$ cat src/prs_defines.svh
// Constants for the reference switchover and phase detector control block.
// Assumes a 32-bit AHB-Lite slave, one word per register index.
`ifndef PRS_DEFINES_SVH
`define PRS_DEFINES_SVH

// ----------------------------------------------------------------------
// Register indices and address bit range
// ----------------------------------------------------------------------
`define PRS_IDX_PLL_CTL 8'h10
`define PRS_IDX_ABP 8'h17
`define PRS_IDX_VCO_CAL 8'h18
`define PRS_IDX_REF_CTL 8'h1C
`define PRS_IDX_STATUS 8'h1F
`define PRS_IDX_PUMP_CUR 8'h20
`define PRS_ADDR_LSB 2
`define PRS_ADDR_MSB 9

// ----------------------------------------------------------------------
// Pll control fields
// ----------------------------------------------------------------------
`define PRS_PD_LSB 0
`define PRS_PD_MSB 1
`define PRS_EXT_OSC_BIT 3
`define PRS_MODE_LSB 4
`define PRS_MODE_MSB 6
`define PRS_POL_BIT 7

// ----------------------------------------------------------------------
// Reference control fields
// ----------------------------------------------------------------------
`define PRS_DIFF_BIT 0
`define PRS_PRI_PD_BIT 1
`define PRS_SEC_PD_BIT 2
`define PRS_STAY_BIT 3
`define PRS_AUTO_BIT 4
`define PRS_MAN_SEL_BIT 5
`define PRS_PIN_SEL_BIT 6
`define PRS_DGL_OFF_BIT 7

// ----------------------------------------------------------------------
// Reset values and counts
// ----------------------------------------------------------------------
`define PRS_RST_PLL_CTL 8'h00
`define PRS_RST_REF_CTL 8'h06
`define PRS_RST_ABP 2'h0
`define PRS_RST_CUR 3'h0
`define PRS_MISS_FALLS 2'h2
`define PRS_BACK_RISES 3'h4

`endif

$ cat src/prs_pkg.sv
// Types for the reference switchover and phase detector control block.
// Assumes prs_defines.svh is available on the include path.
package prs_pkg;

    // ------------------------------------------------------------------
    // Reference selection states, Gray coded around the loop
    // ------------------------------------------------------------------
    typedef enum logic [1:0] {
        PRS_ON_PRI = 2'b00,
        PRS_TO_SEC = 2'b01,
        PRS_ON_SEC = 2'b11,
        PRS_TO_PRI = 2'b10
    } prs_sel_t;

    // ------------------------------------------------------------------
    // Charge pump modes
    // ------------------------------------------------------------------
    typedef enum logic [2:0] {
        PRS_CP_HIZ = 3'h0,
        PRS_CP_NORMAL = 3'h1,
        PRS_CP_UP = 3'h2,
        PRS_CP_DOWN = 3'h3
    } prs_cp_t;

endpackage

$ cat src/prs_top.sv
// Reference input control, switchover, phase detector and pump control.
// Assumes reference and divider inputs well below half the 40 MHz clock.
//
// How it works
// - Antibacklash width from two-bit register field
// - Pump mode: high-Z, normal, forced up, down
// - Eight-step pump current code driven out
// - Reference control selects differential or single-ended
// - All reference buffers off after reset
// - Differential buffer off unless selected and powered
// - Single-ended buffer off on power-down or own bit
// - Differential mode forces single-ended buffers off
// - Switching only in single-ended mode
// - Manual mode follows register bit or pin
// - Prefer-primary mode returns when primary back
// - Stay mode keeps secondary after primary returns
// - Missing after two secondary falls, no primary edge
// - Hand over on next secondary rising edge
// - Revert after four primary rises, no missing
// - Manual switch waits for target edge unless deglitch off
// - Deglitch aligns change with new reference edge
// - Phase detector compares dividers, drives up/down
// - Polarity applies only with external oscillator
// - Polarity clear positive, set negative sense
`timescale 1ns/1ps
`default_nettype none
`include "prs_defines.svh"

module prs_top (
    input wire logic clock,
    input wire logic rst,
    input wire logic hsel,
    input wire logic [31:0] haddr,
    input wire logic [1:0] htrans,
    input wire logic hwrite,
    input wire logic [2:0] hsize,
    input wire logic [31:0] hwdata,
    input wire logic hready,
    output logic [31:0] hrdata,
    output logic hreadyout,
    output logic hresp,
    input wire logic primary_reference,
    input wire logic secondary_reference,
    input wire logic ref_select_pin,
    input wire logic ref_div_out,
    input wire logic fb_div_out,
    output logic diff_buf_en,
    output logic pri_buf_en,
    output logic sec_buf_en,
    output logic ref_mux_sel,
    output logic pump_up,
    output logic pump_down,
    output logic pump_hiz,
    output logic [2:0] pump_current,
    output logic [1:0] antibacklash,
    output logic vco_cal
);
    import prs_pkg::*;

    // ------------------------------------------------------------------
    // Edge helpers and input synchronisers
    // ------------------------------------------------------------------
    // Rising edge between a synchronised level and its delayed copy
    function automatic logic rise(input logic cur, input logic prev);
        rise = cur & ~prev;
    endfunction
    // Falling edge between a synchronised level and its delayed copy
    function automatic logic fall(input logic cur, input logic prev);
        fall = ~cur & prev;
    endfunction

    logic [4:0] s1_q, s1_d; // First stage, read only by second stage
    logic [4:0] s2_q, s2_d; // Second stage, usable levels
    logic [4:0] s3_q, s3_d; // Delayed copy for edge detection

    // Next values of the synchroniser chain
    always_comb begin
        s1_d = {fb_div_out, ref_div_out, ref_select_pin,
                secondary_reference, primary_reference};
        s2_d = s1_q;
        s3_d = s2_q;
    end

    // Registers of the synchroniser chain
    always_ff @(posedge clock or posedge rst) begin
        if (rst) begin
            s1_q <= 5'h00;
            s2_q <= 5'h00;
            s3_q <= 5'h00;
        end else begin
            s1_q <= s1_d;
            s2_q <= s2_d;
            s3_q <= s3_d;
        end
    end

    wire logic pri_rise = rise(s2_q[0], s3_q[0]); // Primary rise
    wire logic pri_edge = pri_rise | fall(s2_q[0], s3_q[0]); // Either edge
    wire logic sec_rise = rise(s2_q[1], s3_q[1]); // Secondary rise
    wire logic sec_fall = fall(s2_q[1], s3_q[1]); // Secondary fall
    wire logic pin_sel = s2_q[2]; // Synchronised select pin
    wire logic rdiv_rise = rise(s2_q[3], s3_q[3]); // Reference divider rise
    wire logic fdiv_rise = rise(s2_q[4], s3_q[4]); // Feedback divider rise

    // ------------------------------------------------------------------
    // Register file and AHB-Lite slave
    // ------------------------------------------------------------------
    logic [7:0] ctl_q, ctl_d; // Pll control
    logic [7:0] ref_q, ref_d; // Reference control
    logic [1:0] abp_q, abp_d; // Antibacklash setting
    logic cal_q, cal_d; // Oscillator calibration start
    logic [2:0] cur_q, cur_d; // Pump current code
    logic wr_q, wr_d; // Write data phase pending
    logic [7:0] widx_q, widx_d; // Index of pending write
    logic [31:0] rdat_q, rdat_d; // Read data for the data phase
    logic missing_q; // Primary declared missing
    prs_sel_t sel_q; // Selection state
    wire logic [7:0] aidx = haddr[`PRS_ADDR_MSB:`PRS_ADDR_LSB]; // Index
    wire logic acc = hsel & htrans[1] & hready; // Valid address phase

    // Write in the data phase, read data from the next register values
    always_comb begin
        ctl_d = ctl_q;
        ref_d = ref_q;
        abp_d = abp_q;
        cal_d = cal_q;
        cur_d = cur_q;
        rdat_d = 32'h0000_0000;
        if (wr_q) begin
            unique case (widx_q)
                `PRS_IDX_PLL_CTL: ctl_d = hwdata[7:0];
                `PRS_IDX_REF_CTL: ref_d = hwdata[7:0];
                `PRS_IDX_ABP: abp_d = hwdata[1:0];
                `PRS_IDX_VCO_CAL: cal_d = hwdata[0];
                `PRS_IDX_PUMP_CUR: cur_d = hwdata[2:0];
                default: ; // Unmapped or read-only: ignored
            endcase
        end
        wr_d = acc & hwrite;
        widx_d = aidx;
        if (acc & ~hwrite) begin
            unique case (aidx)
                `PRS_IDX_PLL_CTL: rdat_d = {24'h000000, ctl_d};
                `PRS_IDX_REF_CTL: rdat_d = {24'h000000, ref_d};
                `PRS_IDX_ABP: rdat_d = {30'h00000000, abp_d};
                `PRS_IDX_VCO_CAL: rdat_d = {31'h00000000, cal_d};
                `PRS_IDX_PUMP_CUR: rdat_d = {29'h00000000, cur_d};
                `PRS_IDX_STATUS: rdat_d = {26'h0000000, sec_buf_en,
                    pri_buf_en, diff_buf_en, sel_q != PRS_ON_PRI &&
                    sel_q != PRS_ON_SEC, missing_q, sel_q[1]};
                default: rdat_d = 32'h0000_0000; // Unmapped reads zero
            endcase
        end
    end

    // Registers of the bus slave and register file
    always_ff @(posedge clock or posedge rst) begin
        if (rst) begin
            ctl_q <= `PRS_RST_PLL_CTL;
            ref_q <= `PRS_RST_REF_CTL;
            abp_q <= `PRS_RST_ABP;
            cal_q <= 1'b0;
            cur_q <= `PRS_RST_CUR;
            wr_q <= 1'b0;
            widx_q <= 8'h00;
            rdat_q <= 32'h0000_0000;
        end else begin
            ctl_q <= ctl_d;
            ref_q <= ref_d;
            abp_q <= abp_d;
            cal_q <= cal_d;
            cur_q <= cur_d;
            wr_q <= wr_d;
            widx_q <= widx_d;
            rdat_q <= rdat_d;
        end
    end

    assign hrdata = rdat_q;
    assign hreadyout = 1'b1; // Zero wait states, constant
    assign hresp = 1'b0; // Always OKAY
    // Decoded controls; manual target 1 selects secondary
    wire logic pll_pd = ctl_q[`PRS_PD_MSB:`PRS_PD_LSB] != 2'h0; // Pll off
    wire logic diff_mode = ref_q[`PRS_DIFF_BIT];
    wire logic auto_on = ref_q[`PRS_AUTO_BIT] & ~diff_mode;
    wire logic manual_tgt = ref_q[`PRS_PIN_SEL_BIT] ? pin_sel :
                            ref_q[`PRS_MAN_SEL_BIT];

    // ------------------------------------------------------------------
    // Primary monitor and reference selection
    // ------------------------------------------------------------------
    logic [1:0] falls_q, falls_d; // Secondary falls since primary edge
    logic [2:0] rises_q, rises_d; // Primary rises since declared missing
    logic missing_d;

    // Count secondary falls against primary activity
    always_comb begin
        falls_d = auto_on ? falls_q : 2'h0; // Watch idle outside auto
        rises_d = auto_on ? rises_q : 3'h0;
        missing_d = auto_on & missing_q;
        if (auto_on && pri_edge) begin
            falls_d = 2'h0; // Primary alive, restart watch
            if (pri_rise && missing_q) begin
                rises_d = rises_q + 3'h1;
                if (rises_d == `PRS_BACK_RISES) begin
                    missing_d = 1'b0;
                    rises_d = 3'h0;
                end
            end
        end else if (auto_on && sec_fall) begin
            if (falls_q + 2'h1 == `PRS_MISS_FALLS) begin
                missing_d = 1'b1;
                rises_d = 3'h0; // Two falls break the return count
                falls_d = 2'h0;
            end else begin
                falls_d = falls_q + 2'h1;
            end
        end
    end

    // Registers of the primary monitor
    always_ff @(posedge clock or posedge rst) begin
        if (rst) begin
            falls_q <= 2'h0;
            rises_q <= 3'h0;
            missing_q <= 1'b0;
        end else begin
            falls_q <= falls_d;
            rises_q <= rises_d;
            missing_q <= missing_d;
        end
    end

    prs_sel_t sel_d;
    wire logic want_sec = diff_mode ? 1'b0 :
                          auto_on ? missing_q : manual_tgt;
    wire logic want_pri = diff_mode ? 1'b1 :
                          auto_on ? (~missing_q & ~ref_q[`PRS_STAY_BIT]) :
                          ~manual_tgt;
    wire logic now_ok = ~auto_on & ref_q[`PRS_DGL_OFF_BIT];

    // Move to the new reference at its rising edge, or at once in manual mode with deglitch off
    always_comb begin
        sel_d = sel_q;
        unique case (sel_q)
            PRS_ON_PRI: if (want_sec) sel_d = now_ok ? PRS_ON_SEC : PRS_TO_SEC;
            PRS_TO_SEC: begin
                if (!want_sec) sel_d = PRS_ON_PRI; // Request withdrawn
                else if (sec_rise || now_ok) sel_d = PRS_ON_SEC;
            end
            PRS_ON_SEC: if (want_pri) sel_d = now_ok ? PRS_ON_PRI : PRS_TO_PRI;
            PRS_TO_PRI: begin
                if (!want_pri) sel_d = PRS_ON_SEC; // Request withdrawn
                else if (pri_rise || now_ok) sel_d = PRS_ON_PRI;
            end
        endcase
    end

    // Register of the selection state
    always_ff @(posedge clock or posedge rst) begin
        if (rst) begin
            sel_q <= PRS_ON_PRI;
        end else begin
            sel_q <= sel_d;
        end
    end

    // ------------------------------------------------------------------
    // Phase detector and output stage
    // ------------------------------------------------------------------
    logic pd_up_q, pd_up_d; // Reference leads
    logic pd_dn_q, pd_dn_d; // Feedback leads
    logic [1:0] abc_q, abc_d; // Antibacklash overlap counter

    // Set on divider edges, clear both after the overlap time
    always_comb begin
        pd_up_d = pd_up_q | rdiv_rise;
        pd_dn_d = pd_dn_q | fdiv_rise;
        abc_d = 2'h0;
        if (pd_up_q && pd_dn_q) begin
            if (abc_q == abp_q) begin
                pd_up_d = rdiv_rise;
                pd_dn_d = fdiv_rise;
            end else begin
                abc_d = abc_q + 2'h1;
            end
        end
    end

    // Registers of the phase detector
    always_ff @(posedge clock or posedge rst) begin
        if (rst) begin
            pd_up_q <= 1'b0;
            pd_dn_q <= 1'b0;
            abc_q <= 2'h0;
        end else begin
            pd_up_q <= pd_up_d;
            pd_dn_q <= pd_dn_d;
            abc_q <= abc_d;
        end
    end

    logic diff_en_q, diff_en_d; // Differential buffer power
    logic pri_en_q, pri_en_d; // Primary buffer power
    logic sec_en_q, sec_en_d; // Secondary buffer power
    logic up_q, up_d; // Pump up drive
    logic dn_q, dn_d; // Pump down drive
    logic hiz_q, hiz_d; // Pump high impedance
    logic swap; // Negative sense with external oscillator

    // Buffer power and pump drive
    always_comb begin
        diff_en_d = ~pll_pd & diff_mode;
        pri_en_d = ~pll_pd & ~diff_mode & ~ref_q[`PRS_PRI_PD_BIT];
        sec_en_d = ~pll_pd & ~diff_mode & ~ref_q[`PRS_SEC_PD_BIT];
        swap = ctl_q[`PRS_EXT_OSC_BIT] & ctl_q[`PRS_POL_BIT];
        up_d = 1'b0;
        dn_d = 1'b0;
        hiz_d = 1'b0;
        unique case (ctl_q[`PRS_MODE_MSB:`PRS_MODE_LSB])
            PRS_CP_NORMAL: begin
                up_d = swap ? pd_dn_q : pd_up_q;
                dn_d = swap ? pd_up_q : pd_dn_q;
            end
            PRS_CP_UP: up_d = 1'b1;
            PRS_CP_DOWN: dn_d = 1'b1;
            default: hiz_d = 1'b1;
        endcase
    end

    // Registers of the output stage
    always_ff @(posedge clock or posedge rst) begin
        if (rst) begin
            diff_en_q <= 1'b0;
            pri_en_q <= 1'b0;
            sec_en_q <= 1'b0;
            up_q <= 1'b0;
            dn_q <= 1'b0;
            hiz_q <= 1'b1;
        end else begin
            diff_en_q <= diff_en_d;
            pri_en_q <= pri_en_d;
            sec_en_q <= sec_en_d;
            up_q <= up_d;
            dn_q <= dn_d;
            hiz_q <= hiz_d;
        end
    end

    assign diff_buf_en = diff_en_q;
    assign pri_buf_en = pri_en_q;
    assign sec_buf_en = sec_en_q;
    assign ref_mux_sel = sel_q[1];
    assign pump_up = up_q;
    assign pump_down = dn_q;
    assign pump_hiz = hiz_q;
    assign pump_current = cur_q;
    assign antibacklash = abp_q;
    assign vco_cal = cal_q;

endmodule // prs_top
`default_nettype wire

$ cat config.mk
export PLATFORM = sky130hd
export DESIGN_NAME = prs_top
export DESIGN_NICKNAME = d
export VERILOG_FILES = /design/src/prs_pkg.sv /design/src/prs_top.sv
export VERILOG_INCLUDE_DIRS = /design/src /design/src/src
export SDC_FILE = /design/constraint.sdc
export NUM_CORES = 1
export LEC_CHECK = 0
export ABC_AREA = 0
export BUFFER_PORTS_ARGS = -buffer_cell sky130_fd_sc_hd__clkbuf_2
export CORE_UTILIZATION = 49
export CTS_CLUSTER_DIAMETER = 30
export DETAILED_ROUTE_END_ITERATION = 12
export PLACE_DENSITY = 0.8
export SETUP_SLACK_MARGIN = 0.05
export SYNTH_ARGS = -nofsm -noshare
export SYNTH_HDL_FRONTEND = slang
export SYNTH_SLANG_ARGS = --single-unit
$ cat constraint.sdc
create_clock -name clock -period 2.7 [get_ports clock]
set_input_delay 0.27 -clock clock [delete_from_list [all_inputs] [get_ports clock]]
set_output_delay 0.27 -clock clock [all_outputs]
set_load 0.05 [all_outputs]
==> results of run 1 <==
-- routing by layer --
| metal | vias to the layer above | track usage [%] | routed length [microns] |
|---|---|---|---|
| met3 | 17 | 4.25 | 212 |
| met5 | - | 0 | 0 |
| met4 | 0 | 10.2 | 182 |
| met2 | 56 | 31.7 | 3120 |
| li1 | 1028 | - | - |
| met1 | 1083 | 25.3 | 2760 |
-- stage by stage --
step / instance area, sq um / util (%) / hold WS (ns) / power (uW)
after floorplan: 3370 / - / 0.301 / 1600
after global placement: 3520 / 55.1 / 0.332 / 1670
after detailed placement: 3520 / 55.1 / 0.335 / 1690
after CTS: 3760 / 58.9 / 0.00747 / 2720
after global routing: 3760 / 58.9 / 0.0112 / 2820
final: 3760 / 58.9 / 0.0251 / 2690
-- synthesized netlist by cell type (2+ instances only) --
master | count | area [sq um]
conb_1 | 2 | 7.51
o21a_1 | 5 | 37.5
a211o_1 | 2 | 17.5
ha_1 | 8 | 100
a22o_1 | 6 | 52.6
a22oi_1 | 3 | 22.5
mux2i_1 | 3 | 30.0
clkbuf_1 | 2 | 7.51
xor2_1 | 3 | 26.3
dfrtp_1 | 68 | 1700
nor3b_1 | 3 | 22.5
nand2b_1 | 2 | 12.5
a32oi_1 | 3 | 26.3
a211oi_1 | 3 | 22.5
mux2_2 | 23 | 259
and2_1 | 5 | 31.3
nor4b_4 | 2 | 47.6
inv_1 | 20 | 75.1
nor2_1 | 16 | 60.1
o2bb2ai_1 | 3 | 26.3
nand2_1 | 14 | 52.6
dfstp_2 | 3 | 78.8
a31oi_1 | 3 | 18.8
nor4_1 | 4 | 25.0
buf_4 | 26 | 195
a21oi_1 | 6 | 30.0
and3_1 | 4 | 25.0
nor3_1 | 2 | 10.0
o21ai_0 | 3 | 15.0
nor2b_1 | 5 | 31.3
nand3_1 | 4 | 20.0
-- worst register-to-register path, stage by stage, from the launching register on --
cell and delay [ns]:
dfrtp_1 0.40, nor4b_4 0.39, nor4b_4 0.43, buf_4 0.23, mux2_2 0.36, o2bb2ai_1 0.13, o21a_1 0.19
-- logic make-up (layout without fill, tap and decap cells) --
kind of cell	after synthesis	after routing
AO/OA/AOI/OAI	45	45
buffers and inverters	50	88
other	2	26
AND/OR/NAND/NOR	70	70
XOR/XNOR	4	4
flip-flops	71	71
multiplexers	26	26
adder cells (fa/ha/maj)	8	8
-- power groups by stage --
stage          combinational (uW)  clock (uW)  sequential, uW
2_1_floorplan                 354           0            1250
3_3_place_gp                  445           0            1220
3_5_place_dp                  460           0            1230
4_1_cts                       464        1040            1210
5_1_grt                       513        1080            1220
6_report                      460        1020            1210
-- final cells by class --
cell class                      instances  area share (%)
Multi-Input combinational cell        179            34.3
Clock inverter                          7            3.19
Timing Repair Buffer                   52            7.25
Sequential cell                        71            47.4
Tap cell                               77            2.56
Inverter                               20            2.00
Clock buffer                            9            3.29
-- registers in the layout, indices dropped and copies added (netlist names), 3 cells and up --
name	cells
s1_q	5
rises_q	3
pump_current	3
hrdata	8
s3_q	4
ctl_q	8
ref_q	8
widx_q	8
s2_q	5
-- worst max path at each step --
| stage | endpoint | slack [ns] | from |
|---|---|---|---|
| floorplan | abc_q[0] | 0.64 | rst |
| global placement | hrdata[4] | 0.51 | widx_q[5] |
| detailed placement | hrdata[3] | 0.45 | widx_q[5] |
| CTS | hrdata[3] | 0.46 | widx_q[5] |
| global route | hrdata[4] | 0.40 | widx_q[5] |
| finish | hrdata[3] | 0.45 | widx_q[5] |
==> run metrics, run 1 <==
routability congestion estimate 0.821; Net Sw Power 782 uW; Bufs on Longest Clock Path 2; Pins Over Slew Limit 0; setup tns final 0 ns; CTS Buf Count 9; FF+latch count, synth 71; Top Ports 126; worst hold endpoint s1_q[3]; initial antenna violation count 0; WHS Path Cells 1; Crit path max-delay family simple AND/OR/NAND/NOR gates; final hold vios 0; Place WS 0.455 ns; critical-path cell list nor4b_4 > nor4b_4 > buf_4 > mux2_2 > o2bb2ai_1 > o21a_1; number of gates resized after cts 0; Worst path max stage delay 0.43 ns; Synth Area in XOR/XNOR 1.07%; hpwl dp 4610 microns; most frequent cells in the layout dfrtp_1 (68), clkbuf_2 (47), conb_1 (26), mux2_2 (23), inv_1 (19); PnR worst setup slack 0.454 ns; largest fanout on the critical path 5; mux contribution to synthesized area 8.82%; f_max 445 MHz; largest family of logic cells by synthesized area simple AND/OR/NAND/NOR gates; commonest non-fill, non-tap cell in the layout dfrtp_1; 1st-iter DRT viols 123; Post-CTS Setup Bufs 0; Primary FF master, synth dfrtp_1; period utilisation layout 83.2%; Internal 1910 uW; Worst-Margin Slew 0.861 ns; Post-synth EDFFs 0; clk sinks 71; Post-Synth Adder-Cell Area 3.06%; # fillers 530; Die Ht 83.8 microns; largest net degree at the start of global routing 72; reg-to-reg startpoint widx_q[5]; grt ovf 0; Starting Density 51.3%; post-synthesis instance total 276; RR Endpoint hrdata[3]; syn_area_per_cell 11.9 sq um; Logic pwr share 17.1%; Most common cell on crit path nor4b_4; Synth async-reset ratio 100%; # DRC 0; RSZ-0062 raised after global routing false; CTS root buf clkbuf_8; vias 2184; warnings from Yosys 0; hold path start ref_div_out; vias in the first global route 2195; Via density 5.26; Crit path buffers/inverters 1; first drt pass iteration count 4; simple-gate share of the synthesized area 13.3%; sequential share of power 44.9%; WP depth 6; Reg2Reg Setup Slack 0.45 ns; placed cell count 399; reg2reg path depth 6; Min Clock Period, post-route 2.25 ns; share of layout cells above drive strength 1 30.5%; Clock Latency Late Sink 0.34 ns; chip width 83.8 microns; status complete, no violations; total core area 6390 sq um; Compound-Gate Fraction of Synth Area 10.2%; DR WL/cell 15.1 microns; Clock Pin Slew Worst Setup and Hold Paths 0.08 ns; proportion of power drawn by the clock network 38.0%; leakage 0.00185 uW; Routed Antenna Nets 0; nets@finish 420; wirelength, routed 6280 microns; Hold Buf Count CTS 0; WS Path Type register to register; area occupied by multi-input gates 1290 sq um; Hold/Removal Path Class input pin to register; worst path required time 2.93 ns; clk_skew 0.00439 ns; area grow syn2layout 14.8%; sw frac 29.1%; max cap viols 0; pwr/cell area 716 nW/um^2; first-pass GRT wire length 10600 microns; Final setup viols 0; Slowest cell on crit path nor4b_4; TritonCTS clock tree done; crit path DAT 2.48 ns; CTS H-tree lvls 3; Unique masters post-synth 51; fin cells 415; die area 7020 sq um; total track usage 19.8%; Cell Rows 29; Critical Path End Type register; relative slew slack 42.6%; Inserted Diodes 0; startpoint types register; maximum vdd ir drop 0.364 mV; Port Buffers 47; Post-Syn Area 3280 sq um; sequential fraction of the synthesis area 54.4%; Register Area 1780 sq um
No activity file was read; power rests on OpenSTA's default activity.
==> run 2: changes to the inputs <==
==> constraint.sdc (replaced) <==
create_clock -name clock -period 2.3 [get_ports clock]
set_input_delay 0.23 -clock clock [delete_from_list [all_inputs] [get_ports clock]]
set_output_delay 0.23 -clock clock [all_outputs]
set_load 0.05 [all_outputs]
==> run 2 against run 1 <==
  * Final cell count rose by 1.4%
  * Sequential share of layout area fell by 1.0 points
  * Largest cell class unchanged
  * First-iteration DRC count rose by 33%
==> run metrics, run 2 (synthesized netlist as in run 1, its figures left out) <==
Crit path max-delay family simple AND/OR/NAND/NOR gates; largest fanout on the critical path 3; Final Util 60.1%; Cell Area, Placed 3540 sq um; grt ovf 0; area grow syn2layout 17.3%; Die Ht 83.8 microns; total core area 6390 sq um; Routed Antenna Nets 0; Worst path max stage delay 0.55 ns; Slowest cell on crit path or4b_1; hold path start haddr[6]; 1st-iter DRT viols 163; # DRC 0; Clock Latency Late Sink 0.35 ns; clk_skew 0.00786 ns; maximum vdd ir drop 0.453 mV; reg-to-reg startpoint widx_q[7]; # fillers 513; pwr/cell area 835 nW/um^2; Top Ports 126; Hold/Removal Path Class input pin to register; Pins Over Slew Limit 0; chip width 83.8 microns; Hold Buf Count CTS 6; Clock Pin Slew Worst Setup and Hold Paths 0.07 ns; Critical Path End Type register; hpwl dp 4780 microns; wirelength, routed 6550 microns; Final setup viols 0; Crit path buffers/inverters 0; Reg2Reg Setup Slack 0.19 ns; number of gates resized after cts 0; Inserted Diodes 0; Via density 5.27; period utilisation layout 91.8%; Worst-Margin Slew 0.692 ns; WS Path Type register to register; worst path required time 2.54 ns; total design power 3210 uW; startpoint types register; share of layout cells above drive strength 1 29.7%; RR Endpoint hrdata[2]; commonest non-fill, non-tap cell in the layout dfrtp_1; max cap viols 0; Cell Rows 29; TritonCTS clock tree done; critical-path cell list or4b_1 > nor4_4 > mux2_2 > a31o_2 > o21a_1; DR WL/cell 15.6 microns; first-pass GRT wire length 10700 microns; RSZ-0062 raised after global routing false; clk sinks 71; leakage 0.00188 uW; setup tns final 0 ns; die area 7020 sq um; CTS H-tree lvls 3; Bufs on Longest Clock Path 2; relative slew slack 53.6%; initial antenna violation count 0; most frequent cells in the layout dfrtp_1 (68), clkbuf_2 (47), conb_1 (26), mux2_2 (23), inv_1 (19); first drt pass iteration count 4; vias in the first global route 2252; crit path DAT 2.35 ns; total track usage 20.1%; f_max 474 MHz; worst hold endpoint widx_q[4]; largest net degree at the start of global routing 31; hold slack 0.0311 ns; routability congestion estimate 0.839; Min Clock Period, post-route 2.11 ns; final hold vios 0; WHS Path Cells 1; Post-CTS Setup Bufs 0; reg2reg path depth 5; vias 2217; status complete, no violations; Final Instance Area 3840 sq um; nets@finish 427; CTS Buf Count 9; Starting Density 51.3%; CTS root buf clkbuf_8; Port Buffers 47
## run 2: cell types whose count changed in the layout (fill, tap and decap cells not counted)
cell	delta
clkinvlp_4	-1
clkinv_4	-1
clkinv_2	-1
buf_12	+1
clkbuf_8	+2
dlygate4sd3_1	+6
clkbuf_1	+1
inv_6	-1
## run 2: final cells by class
type | count | area (sq um) | area share [%]
clock inverter | 3 | 90.1 | 2.35
clock buffer | 12 | 155 | 4.04
multi-input combinational | 179 | 1290 | 33.6
sequential | 71 | 1780 | 46.4
inverter | 20 | 75.1 | 1.95
timing repair buffer | 59 | 353 | 9.19
tap | 77 | 96.3 | 2.51
## run 2: worst max-delay path by stage
stage          depth (start not counted)      start   endpoint
6_report                               5  widx_q[7]  hrdata[2]
3_5_place_dp                           5  widx_q[7]  hrdata[2]
3_3_place_gp                           5  widx_q[7]  hrdata[2]
5_1_grt                                6  widx_q[5]  hrdata[2]
4_1_cts                                5  widx_q[7]  hrdata[2]
2_1_floorplan                          1        rst   abc_q[0]
## run 2: where the power goes
part / internal, uW / total [uW] / switching (uW) / leakage, uW
logic: 195 / 568 / 373 / 0.000867
clock network: 774 / 1220 / 446 / 0.000123
registers: 1340 / 1420 / 84.6 / 0.000895
total: 2300 / 3210 / 904 / 0.00188
## run 2: metrics by stage
step,instances,worst slack (ns)
5_1_grt,421,0.126
4_1_cts,421,0.180
6_report,421,0.189
3_5_place_dp,400,0.182
2_1_floorplan,300,0.278
3_3_place_gp,400,0.190
## run 2: worst register-to-register path, delay by kind of cell, from the launching register on
family	cells	cell delay (ns)
and+or+nand+nor	2	0.85
DFF	1	0.40
muxes	1	0.39
AOI/OAI and AO/OA	2	0.36
## run 2: layer usage
metal	GRT usage, %	vias up	part of all wire (%)
li1	-	1035	-
met1	24.5	1096	43
met2	33.5	68	49
met3	4.75	18	4.5
met4	10.0	0	3.0
met5	0	-	0
==> run 3: changes to the inputs <==
--- a/config.mk
+++ b/config.mk
@@ -6,9 +6,9 @@
 export SDC_FILE = /design/constraint.sdc
 export NUM_CORES = 1
 export LEC_CHECK = 0
-export ABC_AREA = 0
+export ABC_AREA = 1
 export BUFFER_PORTS_ARGS = -buffer_cell sky130_fd_sc_hd__clkbuf_2
-export CORE_UTILIZATION = 49
+export CORE_UTILIZATION = 50
 export CTS_CLUSTER_DIAMETER = 30
 export DETAILED_ROUTE_END_ITERATION = 12
 export PLACE_DENSITY = 0.8
==> run 3 against run 2 <==
  * Cell area grew 3.6%
  * Via count grew 18%
  * Sequential cell count is the same
  * Sequential share of layout area shrank 1.6 points
  * Core utilization shrank 1.5 points
  * Synthesized cell count grew 49%
  * Non-clock buffer count shrank 5
  * Worst hold slack lost 0.013 ns
  * Critical path depth grew 3
  * Critical path type unchanged
  * Largest power group unchanged
==> run metrics, run 3 <==
status complete, no violations; f_max 605 MHz; Primary FF master, synth dfrtp_1; warnings from Yosys 0; DR WL/cell 11.0 microns; largest net degree at the start of global routing 51; Min Clock Period, post-route 1.65 ns; vias in the first global route 2550; routability congestion estimate 0.870; startpoint types register; sequential fraction of the synthesis area 50.7%; first drt pass iteration count 4; # DRC 0; vias 2612; Slowest cell on crit path dfrtp_1; Critical Path End Type register; placed cell count 551; FF+latch count, synth 71; Post-CTS Setup Bufs 0; pwr/cell area 665 nW/um^2; final hold vios 0; Hold/Removal Path Class input pin to register; critical-path cell list inv_1 > nand2_1 > nor2_4 > nand2_2 > o21ai_0 > o21ai_1 > nor2_1 > nor2_1; TritonCTS clock tree done; Post-Syn Area 3510 sq um; Unique masters post-synth 31; Commonest cells post-synth nand2_1 (79), dfrtp_1 (68), inv_1 (67); post-synthesis instance total 412; Synth async-reset ratio 100%; syn_area_per_cell 8.52 sq um; period utilisation layout 71.9%; maximum vdd ir drop 0.355 mV; chip width 85.8 microns; Via density 4.56; Die Ht 85.8 microns; crit path DAT 1.87 ns; Final Util 58.6%; commonest non-fill, non-tap cell in the layout nand2_1; clk sinks 71; share of layout cells above drive strength 1 19.7%; setup tns final 0 ns; nets@finish 559; CTS root buf clkbuf_8; synth top area cells dfrtp_1 (49%), nand2_1 (8.5%), inv_1 (7.2%); Bufs on Longest Clock Path 2; largest fanout on the critical path 14; hold slack 0.0182 ns; Routed Antenna Nets 0; Worst path max stage delay 0.37 ns; Post-synth EDFFs 0; max cap viols 0; Yosys top cell area share 48.5%; Most common cell on crit path nor2_1; Cell Rows 30; Clock Pin Slew Worst Setup and Hold Paths 0.07 ns; Final setup viols 0; Port Buffers 47; grt ovf 0; first-pass GRT wire length 11000 microns; Inserted Diodes 0; WS Path Type register to register; Synth area leader dfrtp_1; total track usage 19.6%; most frequent cell after synthesis nand2_1; area grow syn2layout 13.5%; die area 7360 sq um; CTS Buf Count 9; worst path required time 2.52 ns; 1st-iter DRT viols 96; RSZ-0062 raised after global routing false; clk_skew 0.00678 ns; wirelength, routed 6290 microns; hpwl dp 4760 microns; most frequent cells in the layout nand2_1 (79), dfrtp_1 (68), inv_1 (66), clkbuf_2 (47), nor2_1 (40); Starting Density 51.6%; total core area 6790 sq um; Clock Latency Late Sink 0.34 ns; leakage 0.00219 uW; Pins Over Slew Limit 0; CTS H-tree lvls 3; fin cells 573; Top Ports 126; initial antenna violation count 0
-- run 3: final timing paths --
check	startpoint	to	slack, ns	depth (start not counted)
worst max-delay path	widx_q[7]	hrdata[2]	0.65	8
worst min-delay path	haddr[8]	widx_q[6]	0.02	1
worst max register to register	widx_q[7]	hrdata[2]	0.65	8
worst min register to register	s1_q[0]	s2_q[0]	0.35	0
max in group asynchronous	rst	ref_q[2]	1.18	4
min in group asynchronous	rst	rises_q[2]	0.44	3
-- run 3: metrics by stage --
stage | setup WS [ns] | cell area [sq um] | total power (uW)
after floorplan | 0.278 | 3600 | 1710
after detailed placement | 0.668 | 3740 | 1780
after global placement | 0.711 | 3740 | 1760
after global routing | 0.489 | 3980 | 2780
final | 0.646 | 3980 | 2650
after CTS | 0.655 | 3980 | 2680
-- run 3: what timing repair did --
| item | 4_1_cts | 5_1_grt |
|---|---|---|
| hold buffers | 6 | 0 |
| gates resized for setup | 0 | 0 |
| endpoints found under the hold margin | 26 | 0 |
-- run 3: cell type report --
type                       count  area, sq um
inverter                      71          267
multi-input combinational    265         1320
clock buffer                  13          159
fill                         608         2810
tap                           96          120
sequential                    71         1780
timing repair buffer          54          315
clock inverter                 3         17.5
-- run 3: worst max-delay path: cells and delay by family, from the launching register on --
kind                   cells  cell delay, ns
AOI/OAI and AO/OA          2            0.37
DFF                        1            0.37
buffers and inverters      1            0.05
and+or+nand+nor            5            0.74
-- run 3: kinds of logic (layout without fill, tap and decap cells) --
group                      Yosys count  after routing  synth area share [%]
and+or+nand+nor                    191            191                  24.6
buffers and inverters              100            141                  14.1
AOI/OAI and AO/OA                   37             37                  6.67
xor gates and xnor gates             3              3                 0.749
DFF                                 71             71                  50.7
adders and majority gates            8              8                  2.85
other                                2             26                 0.214
-- run 3: power by group --
| group | switching, uW | leakage (uW) | internal, uW |
|---|---|---|---|
| registers | 38.7 | 0.000897 | 1300 |
| logic | 309 | 0.00120 | 115 |
| clock network | 438 | 0.0000894 | 448 |
-- run 3: per-layer routing --
metal / GRT usage [%] / share of wire (%)
met1: 24.4 / 46
met2: 32.7 / 48
met3: 3.85 / 4.4
met4: 10.2 / 2.1
met5: 0 / 0
